$ cat src/tenmeg_pkg.sv
// Constants shared by the line driver test and self-test extension logic
package tenmeg_pkg;
	// ----------------------------------------
	// Register map (printed offset is an index)
	// ----------------------------------------
	localparam logic [7:0] LDT_REG_INDEX = 8'h1B;
	localparam logic [7:0] LDT_REG_ADDR = 8'(LDT_REG_INDEX * 4);
	localparam logic [7:0] CTRL_RESET = 8'h00;
	localparam int TALLY_LSB = 8;
	localparam int CONT_BIT = 5;
	localparam int PAT_ON_BIT = 4;
	localparam int GAP_BIT = 2;
	localparam int CHOICE_LSB = 0;
	localparam logic [7:0] CTRL_WR_MASK = 8'hFF;
	localparam logic [7:0] TALLY_MAX = 8'hFF;

	// ----------------------------------------
	// Pattern choice codes
	// ----------------------------------------
	localparam logic [1:0] PAT_DATA_A = 2'h0;
	localparam logic [1:0] PAT_DATA_B = 2'h1;
	localparam logic [1:0] PAT_LINK_PULSE = 2'h2;
	localparam logic [1:0] PAT_TONE = 2'h3;

	// ----------------------------------------
	// Timing
	// ----------------------------------------
	localparam int CLK_MHZ = 250;
	localparam int CLK_NS = 4;
	localparam int BIT_NS = 100;
	localparam int BIT_CYC = BIT_NS / CLK_NS;
	localparam int GAP_SHORT_US = 10;
	localparam int GAP_LONG_US = 15;
	localparam logic [11:0] GAP_SHORT_CYC = 12'(GAP_SHORT_US * CLK_MHZ);
	localparam logic [11:0] GAP_LONG_CYC = 12'(GAP_LONG_US * CLK_MHZ);

	// ----------------------------------------
	// Sequence lengths in bit times, and the data LFSR seed
	// ----------------------------------------
	localparam logic [6:0] DATA_BITS = 7'h40;
	localparam logic [6:0] EOP_A_BITS = 7'h03;
	localparam logic [6:0] EOP_B_BITS = 7'h02;
	localparam logic [6:0] LFSR_SEED = 7'h5A;
endpackage : tenmeg_pkg

$ cat src/sat_tally.sv
// Saturating eight-bit tally of errored nibbles
`timescale 1ns/1ps
module sat_tally
	import tenmeg_pkg::*;
(
	// Clock and reset
	input wire logic pclk,
	input wire logic presetn,
	// Control
	input wire logic clear,
	input wire logic bump,
	// Count
	output logic [7:0] tally
);
	typedef struct packed {
		logic [7:0] cnt;
	} tally_t;

	tally_t s_r;
	tally_t s_nxt;

	// An error in the restart cycle still counts
	always_comb begin
		s_nxt = s_r;
		if (clear) begin
			s_nxt.cnt = bump ? 8'h01 : 8'h00;
		end else if (bump && s_r.cnt != TALLY_MAX) begin
			s_nxt.cnt = s_r.cnt + 8'h01;
		end
	end

	always_ff @(posedge pclk or negedge presetn) begin
		if (!presetn) begin
			s_r <= '0;
		end else begin
			s_r <= s_nxt;
		end
	end

	assign tally = s_r.cnt;
endmodule : sat_tally

$ cat src/interval_timer.sv
// One-shot down counter that pulses when a loaded interval ends
`timescale 1ns/1ps
module interval_timer (
	// Clock and reset
	input wire logic pclk,
	input wire logic presetn,
	// Control
	input wire logic start,
	input wire logic [11:0] load,
	// Status
	output logic done,
	output logic busy
);
	typedef struct packed {
		logic [11:0] cnt;
		logic busy;
		logic done;
	} timer_t;

	timer_t s_r;
	timer_t s_nxt;

	// Done rises exactly load cycles after the start edge
	always_comb begin
		s_nxt = s_r;
		s_nxt.done = 1'b0;
		if (start) begin
			s_nxt.cnt = load;
			s_nxt.busy = 1'b1;
		end else if (s_r.busy) begin
			s_nxt.cnt = s_r.cnt - 12'h001;
			if (s_r.cnt == 12'h001) begin
				s_nxt.busy = 1'b0;
				s_nxt.done = 1'b1;
			end
		end
	end

	always_ff @(posedge pclk or negedge presetn) begin
		if (!presetn) begin
			s_r <= '0;
		end else begin
			s_r <= s_nxt;
		end
	end

	assign done = s_r.done;
	assign busy = s_r.busy;
endmodule : interval_timer

$ cat src/tenmeg_test_pattern_bist_ext.sv
// Line driver test patterns and packet self-test extensions behind an APB register
//
// Our own choice: the APB register port.
`timescale 1ns/1ps
module tenmeg_test_pattern_bist_ext
	import tenmeg_pkg::*;
(
	// APB slave
	input wire logic pclk,
	input wire logic presetn,
	input wire logic psel,
	input wire logic penable,
	input wire logic pwrite,
	input wire logic [7:0] paddr,
	input wire logic [31:0] pwdata,
	input wire logic [3:0] pstrb,
	output logic [31:0] prdata,
	output logic pready,
	output logic pslverr,
	// Packet self-test and receive checker
	input wire logic bist_active,
	input wire logic rx_nibble_err,
	output logic selftest_nonstop_tx,
	// Jabber interlock
	input wire logic tenbase_t_mode,
	input wire logic jabber_guard_off,
	output logic jabber_on,
	// Line driver unit test stream, one bit per strobe
	output logic drv_test_active,
	output logic drv_bit,
	output logic drv_bit_stb,
	output logic drv_eop_a,
	output logic drv_eop_b,
	output logic drv_nlp
);
	typedef enum logic [2:0] {ST_IDLE, ST_DATA, ST_EOP, ST_NLP, ST_GAP, ST_TONE} seq_state_t;

	typedef struct packed {
		logic [7:0] ctrl;
		logic [31:0] prdata;
		logic pready;
		logic pslverr;
		seq_state_t st;
		logic [6:0] lfsr;
		logic [6:0] cnt;
		logic [4:0] bit_div;
		logic gap_long;
		logic eop_b_sel;
		logic bist_prev;
		logic nonstop;
		logic jab_on;
		logic drv_active;
		logic drv_bit;
		logic drv_stb;
		logic eop_a;
		logic eop_b;
		logic nlp;
	} core_t;

	core_t s_r;
	core_t s_nxt;
	logic [7:0] tally;
	logic gap_done;
	logic gap_start;
	logic bit_tick;
	logic restart;
	logic wr_hit;
	logic pat_on;
	logic [1:0] choice;

	// ----------------------------------------
	// Control field views
	// ----------------------------------------
	assign pat_on = s_r.ctrl[PAT_ON_BIT];
	assign choice = s_r.ctrl[CHOICE_LSB +: 2];
	assign bit_tick = (s_r.bit_div == 5'h00);
	assign restart = bist_active && !s_r.bist_prev;
	assign wr_hit = psel && penable && s_r.pready && pwrite && (paddr == LDT_REG_ADDR);

	// ----------------------------------------
	// Errored nibble tally
	// ----------------------------------------
	sat_tally u_tally (
		.pclk(pclk),
		.presetn(presetn),
		.clear(restart),
		.bump(bist_active && rx_nibble_err),
		.tally(tally)
	);

	// ----------------------------------------
	// Inter-sequence gap timer
	// ----------------------------------------
	interval_timer u_gap (
		.pclk(pclk),
		.presetn(presetn),
		.start(gap_start),
		.load(s_r.ctrl[GAP_BIT] ? GAP_LONG_CYC : GAP_SHORT_CYC),
		.done(gap_done),
		.busy()
	);

	// Gap starts as the last bit of a data or link pulse sequence ends
	assign gap_start = bit_tick && (((s_r.st == ST_EOP) && (s_r.cnt == 7'h00)) || (s_r.st == ST_NLP));

	// ----------------------------------------
	// Next state
	// ----------------------------------------
	always_comb begin
		s_nxt = s_r;
		s_nxt.bist_prev = bist_active;
		s_nxt.drv_stb = 1'b0;
		// Bit-rate divider: one strobe per 100 ns bit time
		s_nxt.bit_div = bit_tick ? 5'(BIT_CYC - 1) : s_r.bit_div - 5'h01;

		// APB: answer in setup, so the access phase always completes in one cycle
		s_nxt.pready = psel && !penable;
		if (psel && !penable) begin
			if (paddr == LDT_REG_ADDR) begin
				s_nxt.prdata = {16'h0000, tally, s_r.ctrl};
				s_nxt.pslverr = 1'b0;
			end else begin
				s_nxt.prdata = 32'h0000_0000;
				s_nxt.pslverr = 1'b1;
			end
		end
		// Reserved bits are stored as written; software keeps them zero
		if (wr_hit && pstrb[0]) begin
			s_nxt.ctrl = pwdata[7:0] & CTRL_WR_MASK;
		end

		// Continuous mode rides on the running packet self-test
		s_nxt.nonstop = s_r.ctrl[CONT_BIT] && bist_active;
		s_nxt.jab_on = tenbase_t_mode && !jabber_guard_off;

		// Pattern sequencer, advanced on bit strobes except in the gap, which ends on gap_done
		case (s_r.st)
			ST_IDLE: begin
				// Hold the test path between sequences so the driver never slips back mid-pattern
				s_nxt.drv_active = s_r.drv_active && pat_on;
				s_nxt.drv_bit = 1'b0;
				if (pat_on && bit_tick) begin
					s_nxt.drv_active = 1'b1;
					s_nxt.gap_long = s_r.ctrl[GAP_BIT];
					if (choice == PAT_DATA_A || choice == PAT_DATA_B) begin
						s_nxt.st = ST_DATA;
						s_nxt.cnt = DATA_BITS - 7'h01;
						s_nxt.eop_b_sel = (choice == PAT_DATA_B);
						s_nxt.lfsr = LFSR_SEED;
					end else if (choice == PAT_LINK_PULSE) begin
						s_nxt.st = ST_NLP;
					end else begin
						s_nxt.st = ST_TONE;
					end
				end
			end
			ST_DATA: begin
				if (bit_tick) begin
					s_nxt.drv_bit = s_r.lfsr[6];
					s_nxt.drv_stb = 1'b1;
					s_nxt.lfsr = {s_r.lfsr[5:0], s_r.lfsr[6] ^ s_r.lfsr[5]};
					s_nxt.cnt = s_r.cnt - 7'h01;
					if (s_r.cnt == 7'h00) begin
						s_nxt.st = ST_EOP;
						s_nxt.cnt = (s_r.eop_b_sel ? EOP_B_BITS : EOP_A_BITS) - 7'h01;
					end
				end
			end
			ST_EOP: begin
				if (bit_tick) begin
					s_nxt.drv_bit = 1'b1;
					s_nxt.drv_stb = 1'b1;
					s_nxt.eop_a = !s_r.eop_b_sel;
					s_nxt.eop_b = s_r.eop_b_sel;
					s_nxt.cnt = s_r.cnt - 7'h01;
					if (s_r.cnt == 7'h00) begin
						s_nxt.st = ST_GAP;
					end
				end
			end
			ST_NLP: begin
				if (bit_tick) begin
					s_nxt.drv_bit = 1'b1;
					s_nxt.drv_stb = 1'b1;
					s_nxt.nlp = 1'b1;
					s_nxt.st = ST_GAP;
				end
			end
			ST_GAP: begin
				s_nxt.drv_bit = 1'b0;
				s_nxt.eop_a = 1'b0;
				s_nxt.eop_b = 1'b0;
				s_nxt.nlp = 1'b0;
				// Gap end is the sequence boundary where disable takes hold
				if (gap_done) begin
					s_nxt.st = ST_IDLE;
					s_nxt.drv_active = pat_on;
				end
			end
			ST_TONE: begin
				// Every bit a one; the driver's encoder makes the 10 MHz tone
				if (bit_tick) begin
					if (pat_on) begin
						s_nxt.drv_bit = 1'b1;
						s_nxt.drv_stb = 1'b1;
					end else begin
						s_nxt.st = ST_IDLE;
						s_nxt.drv_active = 1'b0;
						s_nxt.drv_bit = 1'b0;
					end
				end
			end
			default: begin
				s_nxt.st = ST_IDLE;
			end
		endcase
	end

	// ----------------------------------------
	// State register
	// ----------------------------------------
	always_ff @(posedge pclk or negedge presetn) begin
		if (!presetn) begin
			s_r <= '0;
			s_r.ctrl <= CTRL_RESET;
			s_r.st <= ST_IDLE;
		end else begin
			s_r <= s_nxt;
		end
	end

	assign prdata = s_r.prdata;
	assign pready = s_r.pready;
	assign pslverr = s_r.pslverr;
	assign selftest_nonstop_tx = s_r.nonstop;
	assign jabber_on = s_r.jab_on;
	assign drv_test_active = s_r.drv_active;
	assign drv_bit = s_r.drv_bit;
	assign drv_bit_stb = s_r.drv_stb;
	assign drv_eop_a = s_r.eop_a;
	assign drv_eop_b = s_r.eop_b;
	assign drv_nlp = s_r.nlp;

	// ----------------------------------------
	// Checks
	// ----------------------------------------
	// Helper: cycles spent in the gap, read only by a check
	logic [11:0] gap_cyc_r;
	always_ff @(posedge pclk or negedge presetn) begin
		if (!presetn) begin
			gap_cyc_r <= 12'h000;
		end else begin
			gap_cyc_r <= (s_r.st == ST_GAP) ? gap_cyc_r + 12'h001 : 12'h000;
		end
	end
endmodule : tenmeg_test_pattern_bist_ext

$ cat config.mk
export PLATFORM = sky130hd
export DESIGN_NAME = tenmeg_test_pattern_bist_ext
export DESIGN_NICKNAME = d
export VERILOG_FILES = /design/src/tenmeg_pkg.sv /design/src/sat_tally.sv /design/src/interval_timer.sv /design/src/tenmeg_test_pattern_bist_ext.sv
export SDC_FILE = /design/constraint.sdc
export NUM_CORES = 1
export LEC_CHECK = 0
export BUFFER_PORTS_ARGS = -buffer_cell sky130_fd_sc_hd__buf_2
export CORE_ASPECT_RATIO = 1.2
export CORE_MARGIN = 2
export CORE_UTILIZATION = 54
export CTS_CLUSTER_DIAMETER = 60
export CTS_CLUSTER_SIZE = 30
export DETAILED_ROUTE_END_ITERATION = 10
export GPL_TIMING_DRIVEN = 0
export PLACE_DENSITY = 0.8
export SYNTH_ARGS = -nofsm -noshare
export SYNTH_HDL_FRONTEND = slang
export SYNTH_SLANG_ARGS = --single-unit
$ cat constraint.sdc
create_clock -name pclk -period 2.9 [get_ports pclk]
set_input_delay 0.435 -clock pclk [delete_from_list [all_inputs] [get_ports pclk]]
set_output_delay 0.435 -clock pclk [all_outputs]
set_load 0.02 [all_outputs]
**Word-level counts from Yosys, hierarchy flattened**

Cells that the tools add are included.

- Register bits after elaboration: 96
- Output and inout port bits: 42
- Logic and storage cells: 133

- Add/sub/neg operators: 5
- Equality and inequality tests: 20
- Mux-type cells: 43
- Bitwise gates (word level): 1
- Reductions and logical operators: 42

Operators by type and width:

| kind | count |
|---|---|
| $mux 17 | 2 |
| $mux 3 | 10 |
| $mux 14 | 2 |
| $pmux 7 s3 | 1 |
| $pmux 3 s6 | 1 |
| $mux 16 | 1 |
| $mux 8 | 2 |
| $ne 2x2->1 const B | 8 |
| $logic_and 1x1->1 | 15 |
| $mux 7 | 2 |
| $pmux 7 s2 | 1 |
| $mux 13 | 1 |
| $eq 12x1->1 const B | 1 |
| $sub 12x1->12 const B | 1 |
| $mux 11 | 1 |
| $reduce_and 5->1 | 2 |
| $reduce_bool 2->1 | 5 |
| $mux 1 | 9 |
| $reduce_and 9->1 | 1 |
| $add 8x1->8 const B | 1 |
| $eq 8x7->1 const B | 1 |
| $ne 8x8->1 const B | 1 |
| $reduce_and 4->1 | 2 |
| $logic_not 7->1 | 1 |
| other kinds (28) | 39 |

**Depth between registers and ports, before layout**

Gate-level depths: netlist of the first run.

- Depth in word-level cells: 5
- Depth in mapped cells: 7

**By module**

From an unflattened synthesis of the first run, not the netlist that was laid out.

- Cell total of the unflattened synthesis: 418
- Area total of the unflattened synthesis: 4231.6 um^2

By module, submodules not included:

| module | times used | cells an instance | area each (um^2) | seq. area each (um^2) |
|---|---|---|---|---|
| tenmeg_test_pattern_bist_ext | 1 | 283 | 2940.3 | 1451.4 |
| interval_timer | 1 | 88 | 818.3 | 350.3 |
| sat_tally | 1 | 47 | 473.0 | 200.2 |

**Least setup slack after synthesis of the first run**

No wires, ideal clock.

- Path kind: register -> register
- From: register u_gap.s_r[8] (netlist name)
- To: register u_gap.s_r, in the netlist u_gap.busy
- Setup time: 0.118 ns
- Arrival time: 2.024 ns
- Required time: 2.782 ns
- Setup slack: 0.758 ns
- Cell stages (with the launch flop): 5
- Period minus slack after synthesis: 2.142 ns
- Cell sequence: dfrtp_1 -> or4_4 -> or4_4 -> or4_4 -> a21o_1

RTL lines:

| element | line | RTL |
|---|---|---|
| start: declaration | interval_timer.sv:20 | `timer_t s_r;` |
| start signal: assignment | interval_timer.sv:43 | `s_r <= s_nxt;` |

**Worst setup path after layout of the first run**

- From: register s_r[16] (netlist name)
- To: register u_gap.s_r[3] (netlist name)

- Longest elaborated chain between the ends: 5
- Elaborated cells on any way between the ends: 6

Ends and longest elaborated chain:

| element | line | RTL |
|---|---|---|
| start: declaration | tenmeg_test_pattern_bist_ext.sv:60 | `core_t s_r;` |
| start signal: assignment | tenmeg_test_pattern_bist_ext.sv:228 | `s_r <= s_nxt;` |
| $logic_not 7->1 * | tenmeg_test_pattern_bist_ext.sv:104 | `assign gap_start = bit_tick && (((s_r.st == ST_EOP) && (s_r.cnt == 7'h00)) \|\| (s_r.st == ST_NLP));` |
| $logic_and 1x1->1 * | tenmeg_test_pattern_bist_ext.sv:104 |  |
| $logic_or 1x1->1 * | tenmeg_test_pattern_bist_ext.sv:104 |  |
| $logic_and 1x1->1 * | tenmeg_test_pattern_bist_ext.sv:104 |  |
| $mux 13 or $reduce_bool 2->1 (tied branches) | - |  |

Every way passes the cells marked *; elsewhere a longest branch is shown, timed or not.
A chain may end at the register's enable or synchronous reset.

==> results of run 1 <==
==> repair_timing <==
action / in CTS / in global routing
endpoints found under the hold margin: 14 / 0
resized for setup: 0 / 0
buffers inserted: 0 / 0
hold buffers: 1 / 0
==> sequential cells by signal, summed over array words and instances (netlist names) <==
signal and count:
jabber_on 1, drv_test_active 1, u_gap.s_r 12, choice 2, drv_nlp 1, drv_eop_a 1
u_tally.tally 8, prdata 16, selftest_nonstop_tx 1, pready 1, u_gap.done 1, u_gap.busy 1
drv_bit_stb 1, drv_bit 1, pat_on 1, s_r 29, drv_eop_b 1, pslverr 1
==> worst register-to-register path, stage by stage (launching register included) <==
cell,delay [ns]
dfrtp_1,0.39
inv_1,0.08
ha_1,0.18
nor3b_1,0.56
a21oi_1,0.26
or2_2,0.35
clkbuf_1,0.24
mux2_2,0.34
==> cell usage after synthesis (all sizes together) (3+ instances only) <==
cell	number
dfrtp	80
buf	34
nor2	27
a21oi	26
nand2	26
inv	18
o21ai	17
a22o	16
clkbuf	14
mux2	11
nand3	11
xnor2	10
nor3	9
a31oi	7
nand2b	6
ha	5
xor2	5
and2	4
nor2b	4
nor3b	4
or4	4
a2111oi	3
a211oi	3
a21o	3
mux2i	3
nor4	3
nor4b	3
or3	3
==> power by group <==
part | total [mW] | internal, mW | switching, mW | leakage (nW)
Sequential | 1.14 | 1.13 | 0.0128 | 1.10
Clock | 0.898 | 0.490 | 0.409 | 0.107
Combinational | 0.116 | 0.0467 | 0.0691 | 1.16
==> routing by layer <==
| metal | track usage, % | share of wire, % |
|---|---|---|
| met1 | 26.8 | 43 |
| met2 | 32.9 | 49 |
| met3 | 5.82 | 5.4 |
| met4 | 7.57 | 2.3 |
| met5 | 0 | 0 |
==> logic make-up after synthesis <==
logic type	after synthesis	share of synthesized area [%]
flops	80	50.0
fa+ha+maj	5	1.56
other cells	1	0.0937
compound gates	90	15.5
xor+xnor	15	3.28
buf+inv	68	9.47
simple gates	119	16.2
mux	14	3.85
==> area by class of cell <==
type                    instances  area share [%]
inverters                      20            1.60
plain buffers                  48            6.49
multi-input cells             259            35.8
clock buffers                  10            2.73
flip-flops and latches         80            42.7
clock inverters                 6            1.92
well taps                      90            2.40
repair buffers                 53            6.31
==> worst paths after layout <==
| path | cells past startpoint | to |
|---|---|---|
| setup / recovery | 7 | u_gap.s_r[3] |
| hold / removal | 2 | jabber_on |
| setup reg to reg | 7 | u_gap.s_r[3] |
| hold reg to reg | 1 | s_r[11] |
| max in group asynchronous | 3 | u_gap.busy |
| min in group asynchronous | 2 | s_r[26] |
==> reports/metrics.csv, run 1 <==
stage,metric,value,unit
outcome,outcome,finished clean,
critical_path,crit end category,flip-flop,
clock_tree,H-Tree Depth,3,
detailed_routing,Vias/cell,5.42,
timing,Final min period,2.51,ns
die,Starting Density,55.3,%
placement,Routability Congestion,0.857,
placement,Post-DP HPWL,5.74,mm
power_and_ir_drop,Max IR drop VDD,0.373,mV
finish,Post-Layout Cell Count,566,
timing,Final TNS setup,0,ns
global_route,Total GRT Usage,20.7,%
finish,antenna cells,0,
placement,port bufs,51,
finish,final core occ,64.8,%
global_route,first-pass GRT wire length,13.1,mm
die,die width,82.6,microns
critical_path,Reg-to-Reg Start,s_r[16],
critical_path,Worst EP arrival,2.75,ns
synth,register area share after synthesis,50.0,%
synth,Synth warnings,0,
critical_path,critical path class,flip-flop to flip-flop,
clock_tree,CTS tree,done,
finish,design area,0.00468,sq mm
critical_path,CP max-delay cell,nor3b_1,
finish,Layout area overhead,17.0,%
timing,Final period util,86.5,%
finish,layout cells sized above 1,25.6,%
synth,Post-synth EDFFs,0,
synth,Mapped Area,0.00400,sq mm
timing,Pins Over Slew Limit,0,
timing,Hold WS,0.221,ns
critical_path,Crit Path Max Fanout,9,
timing,RSZ-0062 raised after global routing,false,
detailed_routing,DR DRC count,0,
synth,Post-Synthesis Cells,392,
critical_path,Crit path buffers/inverters,2,
timing,Slew headroom,54.2,%
synth,asr flop ratio synth,100,%
critical_path,CP max stage delay,0.56,ns
job,Max Cap Viol,0,
clock_tree,CTS Buf Count,9,
detailed_routing,wire per inst,13.7,microns
clock_tree,clock sinks,80,
synth,syn_area_per_cell,10.2,sq um
synth,ys flop type,dfrtp_1,
die,Core Rows,34,
die,I/O pins,95,
synth,"FF+latch count, synth",80,
global_route,largest net degree at the start of global routing,67,
critical_path,Crit. Startpoint,s_r[16],
clock_tree,Clock Pin Slew Worst Setup and Hold Paths,0.08,ns
hold_path,min-delay src,jabber_guard_off,
timing,Peak Freq,398,MHz
timing,Final Setup Violations,0,
timing,final worst-path setup slack,0.390,ns
placement,dpl cells,549,
critical_path,Critical Path Start Type,flip-flop,
detailed_routing,"antenna viol nets, final",0,
power_and_ir_drop,Lkg Pwr,2.36,nW
clock_tree,root buf cell,clkbuf_8,
placement,post-placement worst setup slack,0.346,ns
timing,clk_skew,0.0116,ns
power_and_ir_drop,PD cells,460,mW/mm^2
die,Core Footprint,0.00723,sq mm
detailed_routing,Via Count,3070,
finish,multi-input logic area,0.00168,sq mm
critical_path,crit-path cells,inv_1 -> ha_1 -> nor3b_1 -> a21oi_1 -> or2_2 -> clkbuf_1 -> mux2_2,
synth,top-area cell type share of the netlist area,50.0,%
global_route,GRT Residual Overflow,0,
die,Die H,98.3,microns
critical_path,"Req. time, crit path",3.14,ns
finish,"commonest non-fill, non-tap cell in the layout",dfrtp_1,
synth,Unique masters post-synth,56,
finish,Nets,529,
die,Die Footprint,0.00812,sq mm
hold_path,HP Class,primary input to flip-flop,
critical_path,R2R setup slack,0.39,ns
finish,filler cell count,594,
global_route,antenna violations before repair,0,
detailed_routing,DR iter-0 viols,179,
synth,top post-synthesis cells by area,"dfrtp_1, buf_4, a22o_1",
timing,Slew @ Worst Pin,0.678,ns
clock_tree,clk_lat worst skew,0.35,ns
detailed_routing,final WL,7.78,mm
clock_tree,clock tree buffer depth,2,
finish,most frequent cells in the layout,"dfrtp_1, buf_2, buf_4",
global_route,number of global-route vias before repair,2891,
synth,largest area contributor in the netlist,dfrtp_1,
finish,Register Area,0.00200,sq mm
timing,Hold Fails Final Rpt,0,
power_and_ir_drop,total power draw,2.15,mW
placement,Post-DP Area,0.00446,sq mm
critical_path,family with the most delay on the worst path,simple AND/OR/NAND/NOR gates,
detailed_routing,First-pass DRT Iterations,4,
No activity file was read; power rests on OpenSTA's default activity.
==> run 2: changes to the inputs <==
--- a/config.mk
+++ b/config.mk
@@ -6,7 +6,6 @@
 export NUM_CORES = 1
 export LEC_CHECK = 0
 export BUFFER_PORTS_ARGS = -buffer_cell sky130_fd_sc_hd__buf_2
-export CORE_ASPECT_RATIO = 1.2
 export CORE_MARGIN = 2
 export CORE_UTILIZATION = 54
 export CTS_CLUSTER_DIAMETER = 60
==> run 2 against run 1 <==
  * Maximum frequency decreased by 2.1%
  * Clock skew decreased by 0.0061 ns
  * Non-clock buffer count unchanged
  * Final cell count increased by 1.6%
  * Die area about the same
  * Power increased by 4.6%
  * Via count about the same
  * Sequential share of layout area decreased by 0.35 points
  * Design area increased by 0.83%
  * Sequential cell count unchanged
  * Critical endpoint unchanged
  * Global-route usage increased by 0.85 points
==> reports/metrics.csv, run 2 (synthesized netlist as in run 1, its figures left out) <==
stage,metric,value,unit
timing,Pins Over Slew Limit,0,
clock_tree,clock tree buffer depth,2,
detailed_routing,Met1 Routed Length,3.49,mm
die,Die Footprint,0.00811,sq mm
global_route,first-pass GRT wire length,14.2,mm
critical_path,crit-path cells,inv_1 -> ha_1 -> nor3b_1 -> a21oi_1 -> or2_2 -> clkbuf_1 -> mux2_2,
die,die width,90.1,microns
timing,Hold Fails Final Rpt,0,
finish,"commonest non-fill, non-tap cell in the layout",dfrtp_1,
detailed_routing,First-pass DRT Iterations,5,
hold_path,Worst Hold Depth,1,
finish,Top reg by flops,s_r,
finish,antenna cells,0,
critical_path,R2R setup slack,0.34,ns
outcome,outcome,finished clean,
global_route,antenna violations before repair,0,
global_route,GRT Residual Overflow,0,
clock_tree,Clock Pin Slew Worst Setup and Hold Paths,0.08,ns
finish,Layout area overhead,18.0,%
clock_tree,post-cts resize count,0,
clock_tree,H-Tree Depth,3,
detailed_routing,met3 routed WL,510,microns
timing,clk_skew,0.00548,ns
power_and_ir_drop,PD cells,477,mW/mm^2
timing,Final Setup Violations,0,
critical_path,"Req. time, crit path",3.14,ns
timing,RSZ-0062 raised after global routing,false,
placement,post-placement worst setup slack,0.351,ns
critical_path,CP max-delay cell,nor3b_1,
finish,filler cell count,588,
critical_path,crit end category,flip-flop,
timing,Final period util,88.4,%
clock_tree,CTS Buf Count,9,
placement,port bufs,51,
finish,layout cells sized above 1,25.6,%
clock_tree,CTS tree,done,
die,Core Footprint,0.00721,sq mm
finish,Nets,529,
hold_path,HP Class,primary input to flip-flop,
die,I/O pins,95,
timing,Final TNS setup,0,ns
clock_tree,clock sinks,80,
power_and_ir_drop,Lkg Pwr,2.38,nW
die,Core Rows,31,
detailed_routing,top routing layer in use,met4,
detailed_routing,DR iter-0 viols,296,
global_route,number of global-route vias before repair,3138,
detailed_routing,Via Count,3068,
die,Starting Density,55.5,%
finish,most frequent cells in the layout,"dfrtp_1, buf_2, buf_4",
power_and_ir_drop,Max IR drop VDD,0.334,mV
placement,Routability Congestion,0.826,
timing,Peak Freq,390,MHz
critical_path,Crit Path Max Fanout,9,
placement,Post-DP HPWL,5.84,mm
timing,Slew headroom,53.4,%
critical_path,critical path class,flip-flop to flip-flop,
global_route,Total GRT Usage,21.5,%
finish,max reg flops,29,
critical_path,CP max stage delay,0.59,ns
clock_tree,clk_lat worst skew,0.35,ns
finish,Register Area,0.00200,sq mm
critical_path,reg2reg path depth,7,
die,Die H,90.1,microns
timing,final worst-path setup slack,0.337,ns
detailed_routing,wire per inst,13.9,microns
detailed_routing,Vias/cell,5.34,
detailed_routing,WL met2,3.85,mm
detailed_routing,"antenna viol nets, final",0,
detailed_routing,DR DRC count,0,
detailed_routing,final WL,7.98,mm
critical_path,Critical Path Start Type,flip-flop,
timing,Slew @ Worst Pin,0.698,ns
finish,final core occ,65.5,%
finish,multi-input logic area,0.00168,sq mm
clock_tree,root buf cell,clkbuf_8,
timing,Final min period,2.56,ns
critical_path,Worst EP arrival,2.80,ns
global_route,largest net degree at the start of global routing,58,
job,Max Cap Viol,0,
[run 2: metrics by stage]
stage	cells	total power [mW]	instance area, sq um	hold slack [ns]
floorplan	407	1.22	4060	0.139
global placement	557	1.27	4440	0.439
detailed placement	558	1.28	4470	0.366
CTS	575	2.27	4720	0.219
global route	575	2.34	4720	0.216
finish	575	2.25	4720	0.229
[run 2: routing by layer]
metal | up-vias | global-route usage (%)
met5 | - | 0
met4 | 0 | 7.82
met3 | 12 | 5.45
met2 | 88 | 36.5
met1 | 1476 | 26.8
li1 | 1492 | -
[run 2: path summary, 6_finish.rpt]
check                                  from             to
worst min register to register      s_r[11]        s_r[11]
worst min-delay path            bist_active         s_r[8]
worst max register to register      s_r[16]   u_gap.s_r[3]
min in group asynchronous           presetn      drv_eop_b
worst max-delay path                s_r[16]   u_gap.s_r[3]
max in group asynchronous           presetn  u_gap.s_r[12]
[run 2: critical path: cells and delay by family (launching register included)]
kind / cells / cell delay (ns)
compound gates: 1 / 0.26
fa+ha+maj: 1 / 0.18
buf+inv: 2 / 0.34
flops: 1 / 0.40
mux: 1 / 0.33
simple gates: 2 / 0.94
[run 2: what timing repair did]
action	in CTS	in global routing
buffers inserted	0	0
hold endpoints to repair	23	0
hold buffers	1	0
[run 2: area by class of cell]
class	instances	area share, %
Multi-Input combinational cell	259	35.5
Clock buffer	11	2.99
Tap cell	99	2.62
Buffer	48	6.44
Inverter	20	1.59
Sequential cell	80	42.4
Clock inverter	5	2.20
Timing Repair Buffer	53	6.25
[run 2: where the power goes]
| part | switching, mW | internal (mW) | leakage (nW) |
|---|---|---|---|
| combinational | 0.0703 | 0.0468 | 1.16 |
| sequential | 0.0125 | 1.13 | 1.10 |
| clock | 0.400 | 0.596 | 0.124 |
==> run 3: changes to the inputs <==
--- a/config.mk
+++ b/config.mk
@@ -13,6 +13,7 @@
 export DETAILED_ROUTE_END_ITERATION = 10
 export GPL_TIMING_DRIVEN = 0
 export PLACE_DENSITY = 0.8
+export REMOVE_ABC_BUFFERS = 1
 export SYNTH_ARGS = -nofsm -noshare
 export SYNTH_HDL_FRONTEND = slang
 export SYNTH_SLANG_ARGS = --single-unit
==> run 3 against run 2 <==
  * Design area fell by 6.3%
  * Largest power group unchanged
  * Highest routed layer unchanged
  * Sequential cell count stayed put
  * Clock power down 7.3%
==> reports/metrics.csv, run 3 (synthesized netlist as in run 1, its figures left out) <==
stage,metric,value,unit
timing,clk_skew,0.0151,ns
global_route,GRT Residual Overflow,0,
die,Core Rows,31,
timing,Slew headroom,51.2,%
finish,filler cell count,586,
finish,most frequent cells in the layout,"dfrtp_1, buf_2, nor2_1",
timing,RSZ-0062 raised after global routing,false,
finish,layout cells sized above 1,21.4,%
timing,Hold Fails Final Rpt,0,
placement,Post-DP HPWL,5.27,mm
global_route,number of global-route vias before repair,2775,
clock_tree,H-Tree Depth,3,
critical_path,CP max-delay cell,or4b_1,
clock_tree,Post-CTS Setup Bufs,0,
finish,multi-input logic area,0.00170,sq mm
critical_path,Crit Path Max Fanout,12,
outcome,outcome,finished clean,
critical_path,critical path class,flip-flop to flip-flop,
power_and_ir_drop,Lkg Pwr,2.18,nW
critical_path,CP max stage delay,0.72,ns
die,Starting Density,55.5,%
global_route,antenna violations before repair,0,
hold_path,HP Class,primary input to flip-flop,
power_and_ir_drop,Max IR drop VDD,0.303,mV
clock_tree,clock tree buffer depth,2,
critical_path,Worst EP arrival,2.84,ns
clock_tree,root buf cell,clkbuf_8,
placement,dpl cells,511,
power_and_ir_drop,PD cells,489,mW/mm^2
timing,Final min period,2.61,ns
clock_tree,clk_lat worst skew,0.35,ns
critical_path,"Req. time, crit path",3.13,ns
clock_tree,CTS tree,done,
critical_path,crit-path cells,inv_1 -> ha_1 -> or4b_1 -> a2111oi_4 -> o21ai_0 -> a211o_1,
clock_tree,Clock Pin Slew Worst Setup and Hold Paths,0.09,ns
detailed_routing,First-pass DRT Iterations,4,
die,Die Footprint,0.00811,sq mm
clock_tree,clock sinks,80,
detailed_routing,"antenna viol nets, final",0,
detailed_routing,DR iter-0 viols,237,
die,I/O pins,95,
placement,Post-DP Area,0.00418,sq mm
die,die width,90.1,microns
critical_path,Critical Path Start Type,flip-flop,
timing,Hold WS,0.219,ns
timing,Final Setup Violations,0,
finish,design area,0.00443,sq mm
global_route,largest net degree at the start of global routing,56,
global_route,Total GRT Usage,20.0,%
critical_path,crit end category,flip-flop,
timing,Pins Over Slew Limit,0,
power_and_ir_drop,total power draw,2.16,mW
detailed_routing,final WL,7.72,mm
timing,Peak Freq,384,MHz
placement,Routability Congestion,0.830,
global_route,first-pass GRT wire length,13.2,mm
timing,Final period util,89.9,%
finish,Top reg by flops,s_r,
detailed_routing,Via Count,2931,
finish,antenna cells,0,
finish,Register Area,0.00200,sq mm
finish,Layout area overhead,10.6,%
detailed_routing,wire per inst,14.6,microns
timing,Slew @ Worst Pin,0.732,ns
finish,Post-Layout Cell Count,528,
detailed_routing,DR DRC count,0,
die,Die H,90.1,microns
finish,"commonest non-fill, non-tap cell in the layout",dfrtp_1,
job,Max Cap Viol,0,
clock_tree,CTS Buf Count,9,
finish,Nets,482,
detailed_routing,Vias/cell,5.55,
finish,max reg flops,29,
timing,final worst-path setup slack,0.293,ns
die,Core Footprint,0.00721,sq mm
placement,port bufs,51,
placement,post-placement worst setup slack,0.217,ns
run 3: changes by cell type in the layout (fill, tap and decap cells not counted), sizes merged:
cell      previous run  this run
buf                 86        53
bufinv               3         2
clkbuf              25         9
clkinvlp             0         1
inv                 18        20
run 3: power breakdown:
group / total (mW) / leakage [nW] / internal [mW] / switching [mW]
clock: 0.923 / 0.110 / 0.494 / 0.429
sequential: 1.14 / 1.10 / 1.13 / 0.0136
combinational: 0.101 / 0.973 / 0.0322 / 0.0684
total: 2.16 / 2.18 / 1.65 / 0.511
run 3: per-stage QoR:
stage / util, % / setup TNS (ns)
after floorplan: - / 0
after global placement: 57.3 / -5.72
after detailed placement: 57.9 / 0
after CTS: 61.2 / 0
after global routing: 61.3 / 0
final: 61.3 / 0
run 3: area by class of cell:
cell class / instances / area share, %
sequential: 80 / 45.2
inverter: 20 / 1.70
timing repair buffer: 54 / 6.84
tap: 99 / 2.80
multi-input combinational: 259 / 38.3
clock inverter: 7 / 2.32
clock buffer: 9 / 2.80
run 3: timing repair:
action,in CTS,in global routing
hold endpoints to repair,25,0
endpoints found under the setup margin,0,7
gates resized for setup,0,1
hold buffers,1,0
run 3: final timing paths:
path	from	endpoint	slack, ns	cells past startpoint
setup / recovery	s_r[11]	s_r[22]	0.29	6
hold / removal	jabber_guard_off	jabber_on	0.22	2
setup reg to reg	s_r[11]	s_r[22]	0.29	6
hold reg to reg	s_r[11]	s_r[11]	0.49	1
max in group asynchronous	presetn	s_r[13]	1.79	3
min in group asynchronous	presetn	s_r[19]	0.53	2
run 3: per-layer routing:
layer  track usage (%)  wire, microns  share of wire, %  vias up
met1              26.4           3340                43     1448
met4              7.56             91               1.2        0
li1                  -              -                 -     1396
met3              4.69            475               6.2        7
met2              32.1           3820                49       80
met5                 0              0                 0        -
run 3: critical path: cells and delay by family, from the launching register on:
family                   cells  cell delay, ns
adder cells (fa/ha/maj)      1            0.21
flip-flops                   1            0.41
buffers and inverters        1            0.07
AO/OA/AOI/OAI                3            1.08
AND/OR/NAND/NOR              1            0.72
